File: src/logic/stl_pkg.sv
// Package with register map, field codes and timing constants for torque limit selection.
package stl_pkg;
  localparam int unsigned CLK_HZ = 100_000_000;
  localparam int unsigned MS_NS  = 1_000_000;
  localparam int unsigned CLK_NS = 10;
  localparam int unsigned MS_CYCLES = MS_NS / CLK_NS;
  localparam logic [3:0] ADDR_CMD_SRC   = 4'h0;
  localparam logic [3:0] ADDR_DIR_INV   = 4'h1;
  localparam logic [3:0] ADDR_SPD_LIM   = 4'h2;
  localparam logic [3:0] ADDR_DIG_TRQ   = 4'h3;
  localparam logic [3:0] ADDR_LIM_SRC   = 4'h4;
  localparam logic [3:0] ADDR_DET_DLY   = 4'h5;
  localparam logic [3:0] ADDR_INT_FWD   = 4'h6;
  localparam logic [3:0] ADDR_INT_REV   = 4'h7;
  localparam logic [3:0] ADDR_EXT_POS   = 4'h8;
  localparam logic [3:0] ADDR_EXT_REV   = 4'h9;
  localparam logic [3:0] ADDR_DI_CFG    = 4'hA;
  localparam logic [3:0] ADDR_IRQ_STAT  = 4'hB;
  localparam logic [3:0] ADDR_IRQ_MASK  = 4'hC;
  localparam logic [3:0] ADDR_STATUS    = 4'hD;
  localparam logic [15:0] RST_INT_FWD   = 16'h012C;
  localparam logic [15:0] RST_INT_REV   = 16'hFED4;
  localparam logic [15:0] RST_ZERO      = 16'h0000;
  localparam logic [15:0] MAX_PCT       = 16'h012C;
  localparam logic [15:0] MAX_DELAY_MS  = 16'h2710;
  localparam logic [3:0] FN_EXT_POS     = 4'h7;
  localparam logic [3:0] FN_EXT_REV     = 4'h8;
  localparam logic [2:0] LVL_LOW  = 3'h0;
  localparam logic [2:0] LVL_HIGH = 3'h1;
  localparam logic [2:0] LVL_RISE = 3'h2;
  localparam logic [2:0] LVL_FALL = 3'h3;
  localparam logic [2:0] LVL_BOTH = 3'h4;
  typedef enum logic [2:0] {
    STL_IDLE = 3'b001,
    STL_WAIT = 3'b010,
    STL_HIT  = 3'b100
  } stl_det_t;
endpackage

File: src/logic/stl_torque_limit.sv
// Torque command source, limit selection, clamping and delayed limit detection.
//
// How it works
// Command source 0,2 analog; 1,3 digital.
// Sources 0,1 use speed limit parameter.
// Inversion 1 reverses analog torque direction.
// Speed capped at limit in torque mode.
// Signed digital torque value, -300 to 300.
// Limit source 0 uses internal/external parameters.
// Limit source 1 uses analog magnitude both ways.
// Limit source 2 uses digital torque value.
// Detection output delayed 0 to 10000 ms.
// Forward limit 0 to 300 percent.
// Reverse limit -300 to 0 percent.
// Reaching limit drives detection output.
// Function 7 input selects external positive limit.
// Function 8 input selects external reverse limit.
// No assignment keeps internal limits.
// Inputs valid by level or edge setting.
// Clamp command; flag after full delay.
// Drop flag below limit; restart timer.
//
// The implementer's own choices: the register offsets and the plain strobed port.
`timescale 1ns/1ns
`default_nettype none
module stl_torque_limit
  import stl_pkg::*;
#(
  parameter int unsigned N_DI      = 2,
  parameter int unsigned MS_CYC    = MS_CYCLES
)(
  input  wire logic               sys_clk,
  input  wire logic               resetn,
  input  wire logic [3:0]         reg_addr,
  input  wire logic [15:0]        reg_wdata,
  input  wire logic               reg_wr,
  input  wire logic               reg_rd,
  output logic      [15:0]        reg_rdata,
  input  wire logic [N_DI-1:0]    di_pin,
  input  wire logic               torque_mode,
  input  wire logic signed [15:0] analog_torque,
  input  wire logic signed [15:0] analog_speed,
  input  wire logic signed [15:0] actual_torque,
  output logic signed [15:0]      torque_cmd,
  output logic signed [15:0]      fwd_limit,
  output logic signed [15:0]      rev_limit,
  output logic signed [15:0]      speed_limit,
  output logic                    speed_limit_en,
  output logic                    limit_detect,
  output logic                    irq
);
  initial begin
    if (N_DI < 1 || N_DI > 4) $error("N_DI must be 1 to 4");
    if (MS_CYC < 1) $error("MS_CYC must be at least 1");
  end

  // Saturates a signed value into the range lo..hi.
  function automatic logic signed [15:0] clamp16(input logic signed [15:0] v,
                                                 input logic signed [15:0] lo,
                                                 input logic signed [15:0] hi);
    if (v > hi) clamp16 = hi;
    else if (v < lo) clamp16 = lo;
    else clamp16 = v;
  endfunction

  // Magnitude of a signed value.
  function automatic logic signed [15:0] abs16(input logic signed [15:0] v);
    abs16 = v[15] ? -v : v;
  endfunction

  // Reset release through two flip-flops.
  logic rst_m_q, rst_n_q;
  always_ff @(posedge sys_clk or negedge resetn) begin
    if (!resetn) begin
      rst_m_q <= 1'b0;
      rst_n_q <= 1'b0;
    end else begin
      rst_m_q <= 1'b1;
      rst_n_q <= rst_m_q;
    end
  end

  // Parameter registers.
  logic [1:0]         cmd_src_q;
  logic               dir_inv_q;
  logic [15:0]        spd_lim_q;
  logic signed [15:0] dig_trq_q;
  logic [1:0]         lim_src_q;
  logic [15:0]        det_dly_q;
  logic signed [15:0] int_fwd_q, int_rev_q, ext_pos_q, ext_rev_q;
  logic [15:0]        di_cfg_q;
  logic [1:0]         irq_stat_q, irq_mask_q;

  wire wr_cmd = reg_wr && reg_addr == ADDR_CMD_SRC;
  wire wr_dir = reg_wr && reg_addr == ADDR_DIR_INV;
  wire wr_spd = reg_wr && reg_addr == ADDR_SPD_LIM;
  wire wr_dig = reg_wr && reg_addr == ADDR_DIG_TRQ;
  wire wr_lsr = reg_wr && reg_addr == ADDR_LIM_SRC;
  wire wr_dly = reg_wr && reg_addr == ADDR_DET_DLY;
  wire wr_ifw = reg_wr && reg_addr == ADDR_INT_FWD;
  wire wr_irv = reg_wr && reg_addr == ADDR_INT_REV;
  wire wr_epo = reg_wr && reg_addr == ADDR_EXT_POS;
  wire wr_erv = reg_wr && reg_addr == ADDR_EXT_REV;
  wire wr_dic = reg_wr && reg_addr == ADDR_DI_CFG;
  wire wr_msk = reg_wr && reg_addr == ADDR_IRQ_MASK;
  wire rd_stat = reg_rd && reg_addr == ADDR_IRQ_STAT;
  wire signed [15:0] pct_max = MAX_PCT;
  wire signed [15:0] pct_min = -pct_max;

  // Register writes; percentages and delay are saturated to their ranges.
  always_ff @(posedge sys_clk or negedge rst_n_q) begin
    if (!rst_n_q) begin
      cmd_src_q  <= 2'h0;
      dir_inv_q  <= 1'b0;
      spd_lim_q  <= RST_ZERO;
      dig_trq_q  <= RST_ZERO;
      lim_src_q  <= 2'h0;
      det_dly_q  <= RST_ZERO;
      int_fwd_q  <= RST_INT_FWD;
      int_rev_q  <= RST_INT_REV;
      ext_pos_q  <= RST_INT_FWD;
      ext_rev_q  <= RST_INT_REV;
      di_cfg_q   <= RST_ZERO;
      irq_mask_q <= 2'h0;
    end else begin
      if (wr_cmd) cmd_src_q <= reg_wdata[1:0];
      if (wr_dir) dir_inv_q <= reg_wdata[0];
      if (wr_spd) spd_lim_q <= reg_wdata;
      if (wr_dig) dig_trq_q <= clamp16(reg_wdata, pct_min, pct_max);
      if (wr_lsr) lim_src_q <= reg_wdata[1:0];
      if (wr_dly) det_dly_q <= (reg_wdata > MAX_DELAY_MS) ? MAX_DELAY_MS : reg_wdata;
      if (wr_ifw) int_fwd_q <= clamp16(reg_wdata, 16'sh0000, pct_max);
      if (wr_irv) int_rev_q <= clamp16(reg_wdata, pct_min, 16'sh0000);
      if (wr_epo) ext_pos_q <= clamp16(reg_wdata, 16'sh0000, pct_max);
      if (wr_erv) ext_rev_q <= clamp16(reg_wdata, pct_min, 16'sh0000);
      if (wr_dic) di_cfg_q <= reg_wdata;
      if (wr_msk) irq_mask_q <= reg_wdata[1:0];
    end
  end

  // Input pins: two-flop synchroniser then a history flop for edges.
  logic [N_DI-1:0] di_s1_q, di_s2_q, di_prev_q;
  logic [2:0]      di_arm_q;
  always_ff @(posedge sys_clk or negedge rst_n_q) begin
    if (!rst_n_q) begin
      di_s1_q   <= '0;
      di_s2_q   <= '0;
      di_prev_q <= '0;
      di_arm_q  <= 3'h0;
    end else begin
      di_s1_q   <= di_pin;
      di_s2_q   <= di_s1_q;
      di_prev_q <= di_s2_q;
      di_arm_q  <= {di_arm_q[1:0], 1'b1};
    end
  end

  // Per-input validity, level setting and function; edge modes latch a toggle.
  // DI_CFG: input i uses bits [8i+2:8i] level, [8i+7:8i+4] function.
  logic [N_DI-1:0] di_tog_q;
  logic [N_DI-1:0] di_valid;
  logic [N_DI-1:0] di_fn_pos, di_fn_rev;
  logic [N_DI-1:0] di_edge;
  for (genvar i = 0; i < N_DI; i++) begin : g_di
    wire [2:0] lvl = di_cfg_q[8*i +: 3];
    wire [3:0] fn  = di_cfg_q[8*i+4 +: 4];
    wire rise = di_s2_q[i] & ~di_prev_q[i];
    wire fall = ~di_s2_q[i] & di_prev_q[i];
    assign di_edge[i] = (lvl == LVL_RISE) ? rise :
                        (lvl == LVL_FALL) ? fall :
                        (lvl == LVL_BOTH) ? (rise | fall) : 1'b0;
    assign di_valid[i] = (lvl == LVL_LOW)  ? ~di_s2_q[i] :
                         (lvl == LVL_HIGH) ?  di_s2_q[i] : di_tog_q[i];
    assign di_fn_pos[i] = (fn == FN_EXT_POS) && di_valid[i];
    assign di_fn_rev[i] = (fn == FN_EXT_REV) && di_valid[i];
  end

  // Edge-effective inputs flip their valid state on each qualifying edge.
  // Edges count only once the history flop holds a real sample, so a pin idling high
  // does not look like a rising edge just after reset.
  always_ff @(posedge sys_clk or negedge rst_n_q) begin
    if (!rst_n_q) di_tog_q <= '0;
    else di_tog_q <= di_tog_q ^ (di_edge & {N_DI{di_arm_q[2]}});
  end

  // Command source and direction.
  wire sel_digital = cmd_src_q[0];
  wire signed [15:0] ana_cmd = dir_inv_q ? -analog_torque : analog_torque;
  wire signed [15:0] raw_cmd = sel_digital ? dig_trq_q : ana_cmd;
  wire spd_from_param = ~cmd_src_q[1];
  wire signed [15:0] spd_next = spd_from_param ? $signed(spd_lim_q) : abs16(analog_speed);

  // Limit selection; with no input assigned the internal pair stays in use.
  wire ext_pos_sel = |di_fn_pos;
  wire ext_rev_sel = |di_fn_rev;
  wire signed [15:0] par_fwd = ext_pos_sel ? ext_pos_q : int_fwd_q;
  wire signed [15:0] par_rev = ext_rev_sel ? -abs16(ext_rev_q) : int_rev_q;
  wire signed [15:0] ana_mag = clamp16(abs16(analog_torque), 16'sh0000, pct_max);
  wire signed [15:0] dig_mag = abs16(dig_trq_q);
  wire signed [15:0] fwd_next = (lim_src_q == 2'h1) ? ana_mag :
                                (lim_src_q == 2'h2) ? dig_mag : par_fwd;
  wire signed [15:0] rev_next = (lim_src_q == 2'h1) ? -ana_mag :
                                (lim_src_q == 2'h2) ? -dig_mag : par_rev;
  wire signed [15:0] cmd_next = clamp16(raw_cmd, rev_next, fwd_next);
  // Limits read zero during reset; the valid flag keeps that from looking like a hit.
  logic lim_vld_q;
  wire at_limit = lim_vld_q &&
                  ((actual_torque >= fwd_limit) || (actual_torque <= rev_limit));

  // Registered loop outputs, updated every cycle.
  always_ff @(posedge sys_clk or negedge rst_n_q) begin
    if (!rst_n_q) begin
      torque_cmd     <= 16'sh0000;
      fwd_limit      <= 16'sh0000;
      rev_limit      <= 16'sh0000;
      speed_limit    <= 16'sh0000;
      speed_limit_en <= 1'b0;
      lim_vld_q      <= 1'b0;
    end else begin
      lim_vld_q      <= 1'b1;
      torque_cmd     <= cmd_next;
      fwd_limit      <= fwd_next;
      rev_limit      <= rev_next;
      speed_limit    <= spd_next;
      speed_limit_en <= torque_mode;
    end
  end

  // Millisecond tick and detection delay machine.
  logic [$clog2(MS_CYC+1)-1:0] tick_cnt_q;
  logic [15:0] ms_cnt_q;
  stl_det_t    det_q, det_d;
  wire ms_tick = (tick_cnt_q == ($clog2(MS_CYC+1))'(MS_CYC - 1));
  wire dly_done = (ms_cnt_q >= det_dly_q);

  always_comb begin
    det_d = det_q;
    case (det_q)
      STL_IDLE: if (at_limit) det_d = dly_done ? STL_HIT : STL_WAIT;
      STL_WAIT: begin
        if (!at_limit) det_d = STL_IDLE;
        else if (dly_done) det_d = STL_HIT;
      end
      STL_HIT:  if (!at_limit) det_d = STL_IDLE;
      default:  det_d = STL_IDLE;
    endcase
  end

  // Delay counters restart whenever the machine is idle.
  always_ff @(posedge sys_clk or negedge rst_n_q) begin
    if (!rst_n_q) begin
      det_q      <= STL_IDLE;
      tick_cnt_q <= '0;
      ms_cnt_q   <= 16'h0000;
      limit_detect <= 1'b0;
    end else begin
      det_q <= det_d;
      limit_detect <= (det_d == STL_HIT);
      if (det_q != STL_WAIT) begin
        tick_cnt_q <= '0;
        ms_cnt_q   <= 16'h0000;
      end else if (ms_tick) begin
        tick_cnt_q <= '0;
        ms_cnt_q   <= ms_cnt_q + 16'h0001;
      end else begin
        tick_cnt_q <= tick_cnt_q + 1'b1;
      end
    end
  end

  // Interrupt: bit0 limit reached, bit1 limit released; read clears, set wins.
  wire [1:0] ev = {det_q == STL_HIT && det_d == STL_IDLE, det_q != STL_HIT && det_d == STL_HIT};
  always_ff @(posedge sys_clk or negedge rst_n_q) begin
    if (!rst_n_q) begin
      irq_stat_q <= 2'h0;
      irq        <= 1'b0;
    end else begin
      irq_stat_q <= (rd_stat ? 2'h0 : irq_stat_q) | ev;
      irq        <= |(((rd_stat ? 2'h0 : irq_stat_q) | ev) & irq_mask_q);
    end
  end

  // Read data mux, one cycle after the strobe; unmapped reads zero.
  logic [15:0] rd_mux;
  always_comb begin
    case (reg_addr)
      ADDR_CMD_SRC:  rd_mux = {14'h0000, cmd_src_q};
      ADDR_DIR_INV:  rd_mux = {15'h0000, dir_inv_q};
      ADDR_SPD_LIM:  rd_mux = spd_lim_q;
      ADDR_DIG_TRQ:  rd_mux = dig_trq_q;
      ADDR_LIM_SRC:  rd_mux = {14'h0000, lim_src_q};
      ADDR_DET_DLY:  rd_mux = det_dly_q;
      ADDR_INT_FWD:  rd_mux = int_fwd_q;
      ADDR_INT_REV:  rd_mux = int_rev_q;
      ADDR_EXT_POS:  rd_mux = ext_pos_q;
      ADDR_EXT_REV:  rd_mux = ext_rev_q;
      ADDR_DI_CFG:   rd_mux = di_cfg_q;
      ADDR_IRQ_STAT: rd_mux = {14'h0000, irq_stat_q};
      ADDR_IRQ_MASK: rd_mux = {14'h0000, irq_mask_q};
      ADDR_STATUS:   rd_mux = {13'h0000, ext_rev_sel, ext_pos_sel, limit_detect};
      default:       rd_mux = 16'h0000;
    endcase
  end

  always_ff @(posedge sys_clk or negedge rst_n_q) begin
    if (!rst_n_q) reg_rdata <= 16'h0000;
    else if (reg_rd) reg_rdata <= rd_mux;
    else reg_rdata <= 16'h0000;
  end

  // Checks kept beside the logic.
  property p_cmd_clamped;
    @(posedge sys_clk) disable iff (!rst_n_q)
      torque_cmd <= fwd_limit && torque_cmd >= rev_limit;
  endproperty
  a_cmd_clamped: assert property (p_cmd_clamped) else $error("command outside limits");

  property p_drop;
    @(posedge sys_clk) disable iff (!rst_n_q)
      (det_q == STL_HIT && !at_limit) |=> !limit_detect;
  endproperty
  a_drop: assert property (p_drop) else $error("detect not released");

  property p_lim_digital;
    @(posedge sys_clk) disable iff (!rst_n_q)
      (lim_src_q == 2'h2) |=> fwd_limit == $past(dig_mag) && rev_limit == -$past(dig_mag);
  endproperty
  a_lim_digital: assert property (p_lim_digital) else $error("digital limit wrong");

  property p_lim_analog;
    @(posedge sys_clk) disable iff (!rst_n_q)
      (lim_src_q == 2'h1) |=> fwd_limit == -rev_limit;
  endproperty
  a_lim_analog: assert property (p_lim_analog) else $error("analog limits not symmetric");

  property p_src_digital;
    @(posedge sys_clk) disable iff (!rst_n_q)
      (sel_digital && dig_trq_q <= fwd_next && dig_trq_q >= rev_next) |=> torque_cmd == $past(dig_trq_q);
  endproperty
  a_src_digital: assert property (p_src_digital) else $error("digital source not used");

  property p_spd_param;
    @(posedge sys_clk) disable iff (!rst_n_q)
      (!cmd_src_q[1]) |=> speed_limit == $past(spd_lim_q);
  endproperty
  a_spd_param: assert property (p_spd_param) else $error("speed limit source wrong");

  property p_delay;
    @(posedge sys_clk) disable iff (!rst_n_q)
      (det_q == STL_WAIT && !dly_done) |=> !limit_detect;
  endproperty
  a_delay: assert property (p_delay) else $error("detect before delay");

  property p_fwd_range;
    @(posedge sys_clk) disable iff (!rst_n_q)
      int_fwd_q >= 0 && int_fwd_q <= pct_max && int_rev_q <= 0 && int_rev_q >= pct_min;
  endproperty
  a_fwd_range: assert property (p_fwd_range) else $error("internal limit out of range");
endmodule
`default_nettype wire

File: config.mk
export PLATFORM = sky130hd
export DESIGN_NAME = stl_torque_limit
export DESIGN_NICKNAME = d
export VERILOG_FILES = /design/src/logic/stl_pkg.sv /design/src/logic/stl_torque_limit.sv
export SDC_FILE = /design/constraint.sdc
export NUM_CORES = 1
export LEC_CHECK = 0
export BUFFER_PORTS_ARGS = -buffer_cell sky130_fd_sc_hd__buf_2
export CORE_MARGIN = 3
export CORE_UTILIZATION = 33
export DETAILED_ROUTE_END_ITERATION = 10
export GPL_ROUTABILITY_DRIVEN = 0
export PLACE_DENSITY = 0.62
export SLEW_MARGIN = 20
export SYNTH_ARGS = -nofsm -noshare
export SYNTH_HDL_FRONTEND = slang
export SYNTH_SLANG_ARGS = --single-unit
File: constraint.sdc
create_clock -name sys_clk -period 7.9 [get_ports sys_clk]
set_input_delay 0.79 -clock sys_clk [delete_from_list [all_inputs] [get_ports sys_clk]]
set_output_delay 0.79 -clock sys_clk [all_outputs]
set_load 0.02 [all_outputs]
==> out/results.txt, run 1 <==
Hold_buf cts - 1
Fin cells - 2737
Routed WL - 56.5 mm
Post-cts resize count - 0
Worst-Skew Late Latency - 0.60 ns
Setup Buffers After CTS - 0
Minimum clock period - 6.76 ns
CP endpoint kind - flop
Synth Instances - 1921
VDD IR max - 0.158 mV
Reg-to-Reg End - torque_cmd[0]
Largest net degree at the start of global routing - 146
Share of Yosys cell area claimed by the top area cell type - 34.1%
HP Class - in2reg
Final TNS setup - 0 ns
Drt first pass iters - 5
Syn Std Cell Area - 17300 sq um
DRC marker count from the first detailed-route iteration - 1456
DRC Markers - 0
Initial core utilization - 33.5%
First-pass GRT wire length - 87.9 mm
Gr usage total - 19.7%
GRT overflow - 0
Reg2Reg Setup Slack - 1.16 ns
Die width - 235 um
Final hold vios - 0
Total CTS buffers - 29
Vias per cell - 5.64
Port Buffers - 157
Tcrit/Tclk final - 85.5%
WP data arrival - 7.21 ns
Die Span Y - 235 um
Clock sink count - 267
IO Pins - 158
Crit. Startpoint - analog_torque[3]
Largest cells by area after synthesis - dfrtp_1, ha_1, dfstp_2, nand2_1, o21ai_0
Critical Path Start Type - primary input
CTS root buf - clkbuf_16
RR Startpoint - ext_rev_q[0]
Clock transition at path regs - 0.06 ns
Lkg Pwr - 0.00853 uW
Worst path bufs/invs - 2
Worst EP required - 8.35 ns
Mapped Avg Cell Area - 9.01 sq um
Crit path max fanout - 17
Rows - 83
CTS tree - yes
Number of global-route vias before repair - 15200
Library cells used by synthesis - 96
Inst Count DP - 2675
Total number of vias - 15500
Dominant cell type by area after synthesis - dfrtp_1
Reg2Reg Depth - 20
Crit path to - torque_cmd[0]
Core Area - 51600 sq um
FMAX - 0.148 GHz
Area growth, synth to finish - 13.9%
Slew Viols, Final - 0
Fillers - 5113
Crit path max-delay family - compound AO/OA/AOI/OAI gates
Wire per inst - 20.6 um
CTS max path bufs - 3
DP HPWL - 43.2 mm
Final #Nets - 2195
Critical-path cell list - buf_2 -> nor4_4 -> a211oi_1 -> or4_1 -> nor4_2 -> o21a_2 -> o21a_1 -> nand3b_1 -> ha_1 -> o21a_1 -> o211a_1 -> a211oi_1 -> inv_1 -> ha_1 -> and3_1 -> nand4_1 -> o31ai_1 -> nor3_1 -> a32oi_4 -> xor2_4 -> mux2_2 -> mux2_2
WS Path Type - in2reg
RSZ-0062 raised after global routing - no
Layout cells sized above 1 - 17.5%
Crit-path max cell delay - 0.63 ns
Max reg flops - 17
Seq/Total Area, Yosys - 38.8%
Register with the most flip-flops - tick_cnt_q
Post-synth ARST share - 100%
Initial antenna violation count - 17
Outcome - complete, no violations
Post-synth EDFFs - 0
Max Cap Viol - 0
Die area - 55200 sq um
Setup violations, final - 0
Synth Warn # - 0
H-tree depth - 1
Synth Flop Type - dfrtp_1
Slew headroom - 29.9%
Crit-path slowest cell - nor4_4
Crit path depth - 22
Flops & latches, synth - 267
Antenna viol nets, final - 0
Worst slew pin tran - 1.05 ns
Pwr Density - 280 nW/um^2
Clk_skew - 0.0286 ns
## cells by family after synthesis
kind of cell	Yosys count	synth area share, %
simple gates	624	18.0
compound gates	498	19.4
flops	267	38.8
buf+inv	227	5.10
xor+xnor	115	5.93
mux	96	5.95
fa+ha+maj	93	6.73
other cells	1	0.0217
## Yosys cell counts, types with 16 or more instances
master / number
o211ai_1: 21
nor3_1: 28
o31ai_1: 24
ha_1: 93
a31oi_1: 16
inv_1: 119
nand3_1: 37
clkbuf_1: 87
nor2_1: 150
nand2b_1: 17
dfrtp_1: 236
dfstp_2: 31
nand2_1: 207
nand4_1: 28
xor2_1: 64
a21o_1: 22
or3_1: 20
xnor2_1: 50
nor2b_1: 17
a22oi_1: 57
o21ai_0: 146
mux2_2: 54
mux2i_1: 42
a21oi_1: 69
and2_1: 18
## power breakdown
| part | internal (uW) | switching (uW) |
|---|---|---|
| combinational | 852 | 1340 |
| sequential | 1640 | 298 |
| clock | 806 | 577 |
## how the worst min path moves through the flow
stage / from / depth (start not counted) / to / slack (ns)
after floorplan: rst_m_q / 0 / rst_n_q / 0.33
after global placement: di_arm_q[1] / 0 / di_arm_q[2] / 0.33
after detailed placement: di_arm_q[1] / 0 / di_arm_q[2] / 0.34
after CTS: torque_mode / 1 / speed_limit_en / 0.29
after global routing: torque_mode / 1 / speed_limit_en / 0.29
final: torque_mode / 1 / speed_limit_en / 0.31
## per-layer routing
metal | GRT usage [%] | wire length (um)
met1 | 25.8 | 23600
met3 | 4.34 | 4670
met5 | 0 | 103
met4 | 7.90 | 2510
met2 | 31.5 | 25600
## through the flow
stage	hold WS (ns)	setup slack, ns	total power, uW	util (%)	instance area [sq um]
5_1_grt	0.293	0.822	5850	38.2	19700
3_3_place_gp	0.334	0.944	4050	36.3	18700
4_1_cts	0.288	1.22	5520	38.1	19700
3_5_place_dp	0.336	0.691	4120	36.3	18700
2_1_floorplan	0.331	1.89	3420	-	17300
6_report	0.307	1.14	5520	38.2	19700
## placed cells by master, fill, tap and decap left out, types with 28 or more instances in the layout
master       n
nand4_1     28
buf_2      157
nand3_1     37
ha_1        93
dfstp_2     31
a21oi_1     69
xor2_1      64
nor2_1     149
inv_1      119
o21ai_0    145
dfrtp_1    235
xnor2_1     50
clkbuf_16   29
mux2i_1     42
a22oi_1     57
nand2_1    207
mux2_2      54
## layout make-up
type                       instances  area [sq um]  area share, %
inverter                         121           454           2.30
sequential                       267          6720           34.1
timing repair buffer             180           973           4.94
antenna                            8          20.0          0.102
multi-input combinational       1428          9730           49.4
clock inverter                    12           156          0.794
tap                              680           851           4.32
clock buffer                      41           801           4.06
No activity file was read; power rests on OpenSTA's default activity.
==> run 2: changes to the inputs <==
Settings changed: BUFFER_PORTS_ARGS -buffer_cell sky130_fd_sc_hd__buf_2 to -buffer_cell sky130_fd_sc_hd__clkbuf_2.
Clock period 7.9 ns to 5.6 ns, I/O delays scaled along.
==> run 2 against run 1 <==
Net effect:
- clock-buffer cell count fell by 3
- global-route usage increased by 0.22 points
- hold slack lost 0.23 ns
- critical endpoint unchanged
- via count up 1.8%
- combinational power increased by 56%
- routed wire length grew 0.49%
- critical path depth decreased by 2
==> out/results.txt, run 2 (synthesis gave the netlist of run 1 again) <==
Placed cell areas - 19400 sq um
HP Class - in2reg
CTS tree - yes
Final #Nets - 2280
Most common cell after layout, fill and taps aside - dfrtp_1
Clk_skew - 0.0211 ns
Layout cells sized above 1 - 21.5%
Lkg Pwr - 0.00897 uW
Crit-path slowest cell - or4_4
DRC marker count from the first detailed-route iteration - 1372
Pwr Density - 395 nW/um^2
Finished Core Util - 39.6%
Fillers - 5089
DRC Markers - 0
Final WS setup - 0.190 ns
Critical-path cell list - buf_4 -> or4_4 -> or2_1 -> o41ai_2 -> xor2_1 -> buf_4 -> nor4b_2 -> a2111oi_2 -> a211o_1 -> nand2_1 -> or2_1 -> ha_1 -> and3_1 -> nand4_1 -> o31ai_2 -> nor3_2 -> a32oi_4 -> xor2_4 -> mux2_2 -> mux2_2
Clock sink count - 267
FMAX - 0.185 GHz
Routed WL - 56.8 mm
Setup violations, final - 0
Storage element area - 6720 sq um
Worst path bufs/invs - 2
IO Pins - 158
Comb power frac - 42.3%
Drt first pass iters - 5
Initial core utilization - 33.5%
Design area - 20400 sq um
Antenna viol nets, final - 0
WS Path Type - reg2reg
Final hold vios - 0
Clock transition at path regs - 0.06 ns
H-tree depth - 1
Worst slew pin tran - 1.07 ns
Gr usage total - 19.9%
CP endpoint kind - flop
Area growth, synth to finish - 18.1%
Minimum clock period - 5.41 ns
Sw frac - 39.8%
Total CTS buffers - 29
Rows - 83
Vias per cell - 5.59
Worst-Skew Late Latency - 0.59 ns
Crit-path max cell delay - 0.55 ns
Die area - 55200 sq um
Outcome - complete, no violations
Ant diodes - 0
Initial antenna violation count - 3
Register with the most flip-flops - tick_cnt_q
Final TNS setup - 0 ns
Core Area - 51600 sq um
Clock share of power - 24.4%
Worst EP required - 6.05 ns
First-pass GRT wire length - 88.9 mm
Die Span Y - 235 um
DP HPWL - 44.4 mm
Int Power - 4860 uW
Psw - 3210 uW
Tcrit/Tclk final - 96.6%
Largest net degree at the start of global routing - 115
Slew Viols, Final - 0
Max Cap Viol - 0
WP data arrival - 5.86 ns
Multi-input gate area - 9800 sq um
Total number of vias - 15700
Crit path max-delay family - simple AND/OR/NAND/NOR gates
CTS root buf - clkbuf_16
Placement Setup Slack - -0.130 ns
Critical Path Start Type - flop
Number of global-route vias before repair - 15500
Max reg flops - 17
Slew headroom - 28.5%
Crit path max fanout - 6
Port Buffers - 157
GRT overflow - 0
Wire per inst - 20.2 um
VDD IR max - 0.247 mV
Most frequent cells in the layout - dfrtp_1, nand2_1, clkbuf_2
Sequential Power Share - 33.3%
CTS max path bufs - 3
Die width - 235 um
run 2: cell types whose count changed in the layout (fill, tap and decap cells not counted), moves of 4 or more:
cell	change
buf_2	-157
clkbuf_2	+157
diode_2	-8
buf_4	+83
clkbuf_1	-4
run 2: final cells by class:
cell class	count	share of cell area [%]
clock buffer	38	3.91
multi-input combinational	1428	47.9
inverter	121	2.22
tap	680	4.16
sequential	267	32.9
timing repair buffer	265	7.96
clock inverter	16	0.888
run 2: worst paths after layout:
check	slack, ns	cells after the start	endpoint	start
setup / recovery	0.19	20	torque_cmd[0]	ext_rev_q[1]
hold / removal	0.08	1	di_s1_q[0]	di_pin[0]
setup reg to reg	0.19	20	torque_cmd[0]	ext_rev_q[1]
hold reg to reg	0.35	0	di_s2_q[1]	di_s1_q[1]
max in group asynchronous	4.14	1	torque_cmd[1]	rst_n_q
min in group asynchronous	0.28	2	rst_n_q	resetn
run 2: power by group through the flow:
stage / combinational, uW / clock, uW / sequential, uW
after floorplan: 2060 / 0 / 2780
after global placement: 3230 / 0 / 2700
after detailed placement: 3320 / 0 / 2710
after CTS: 3340 / 2010 / 2680
after global routing: 3740 / 2090 / 2730
final: 3410 / 1970 / 2690
run 2: metal layers:
metal / global-route usage, % / up-vias / share of wire, %
met4: 7.44 / 4 / 4.4
met2: 32.0 / 599 / 45
met3: 3.81 / 134 / 8.1
li1: - / 7286 / -
met1: 26.5 / 7710 / 42
met5: 0 / - / 0.049
run 2: metrics by stage:
step                hold slack, ns  cells  power (uW)
floorplan                    0.264   1922        4830
global placement             0.332   2757        5920
detailed placement           0.340   2757        6040
CTS                         0.0626   2812        8030
global route                0.0696   2815        8570
finish                      0.0807   2815        8070
run 2: what timing repair did:
| item | CTS | global route |
|---|---|---|
| pin swaps | 0 | 6 |
| hold buffers | 1 | 0 |
| gates cloned | 0 | 0 |
| buffers inserted | 0 | 3 |
| endpoints found under the setup margin | 10 | 15 |
| hold endpoints to repair | 2 | 0 |
| resized for setup | 2 | 12 |
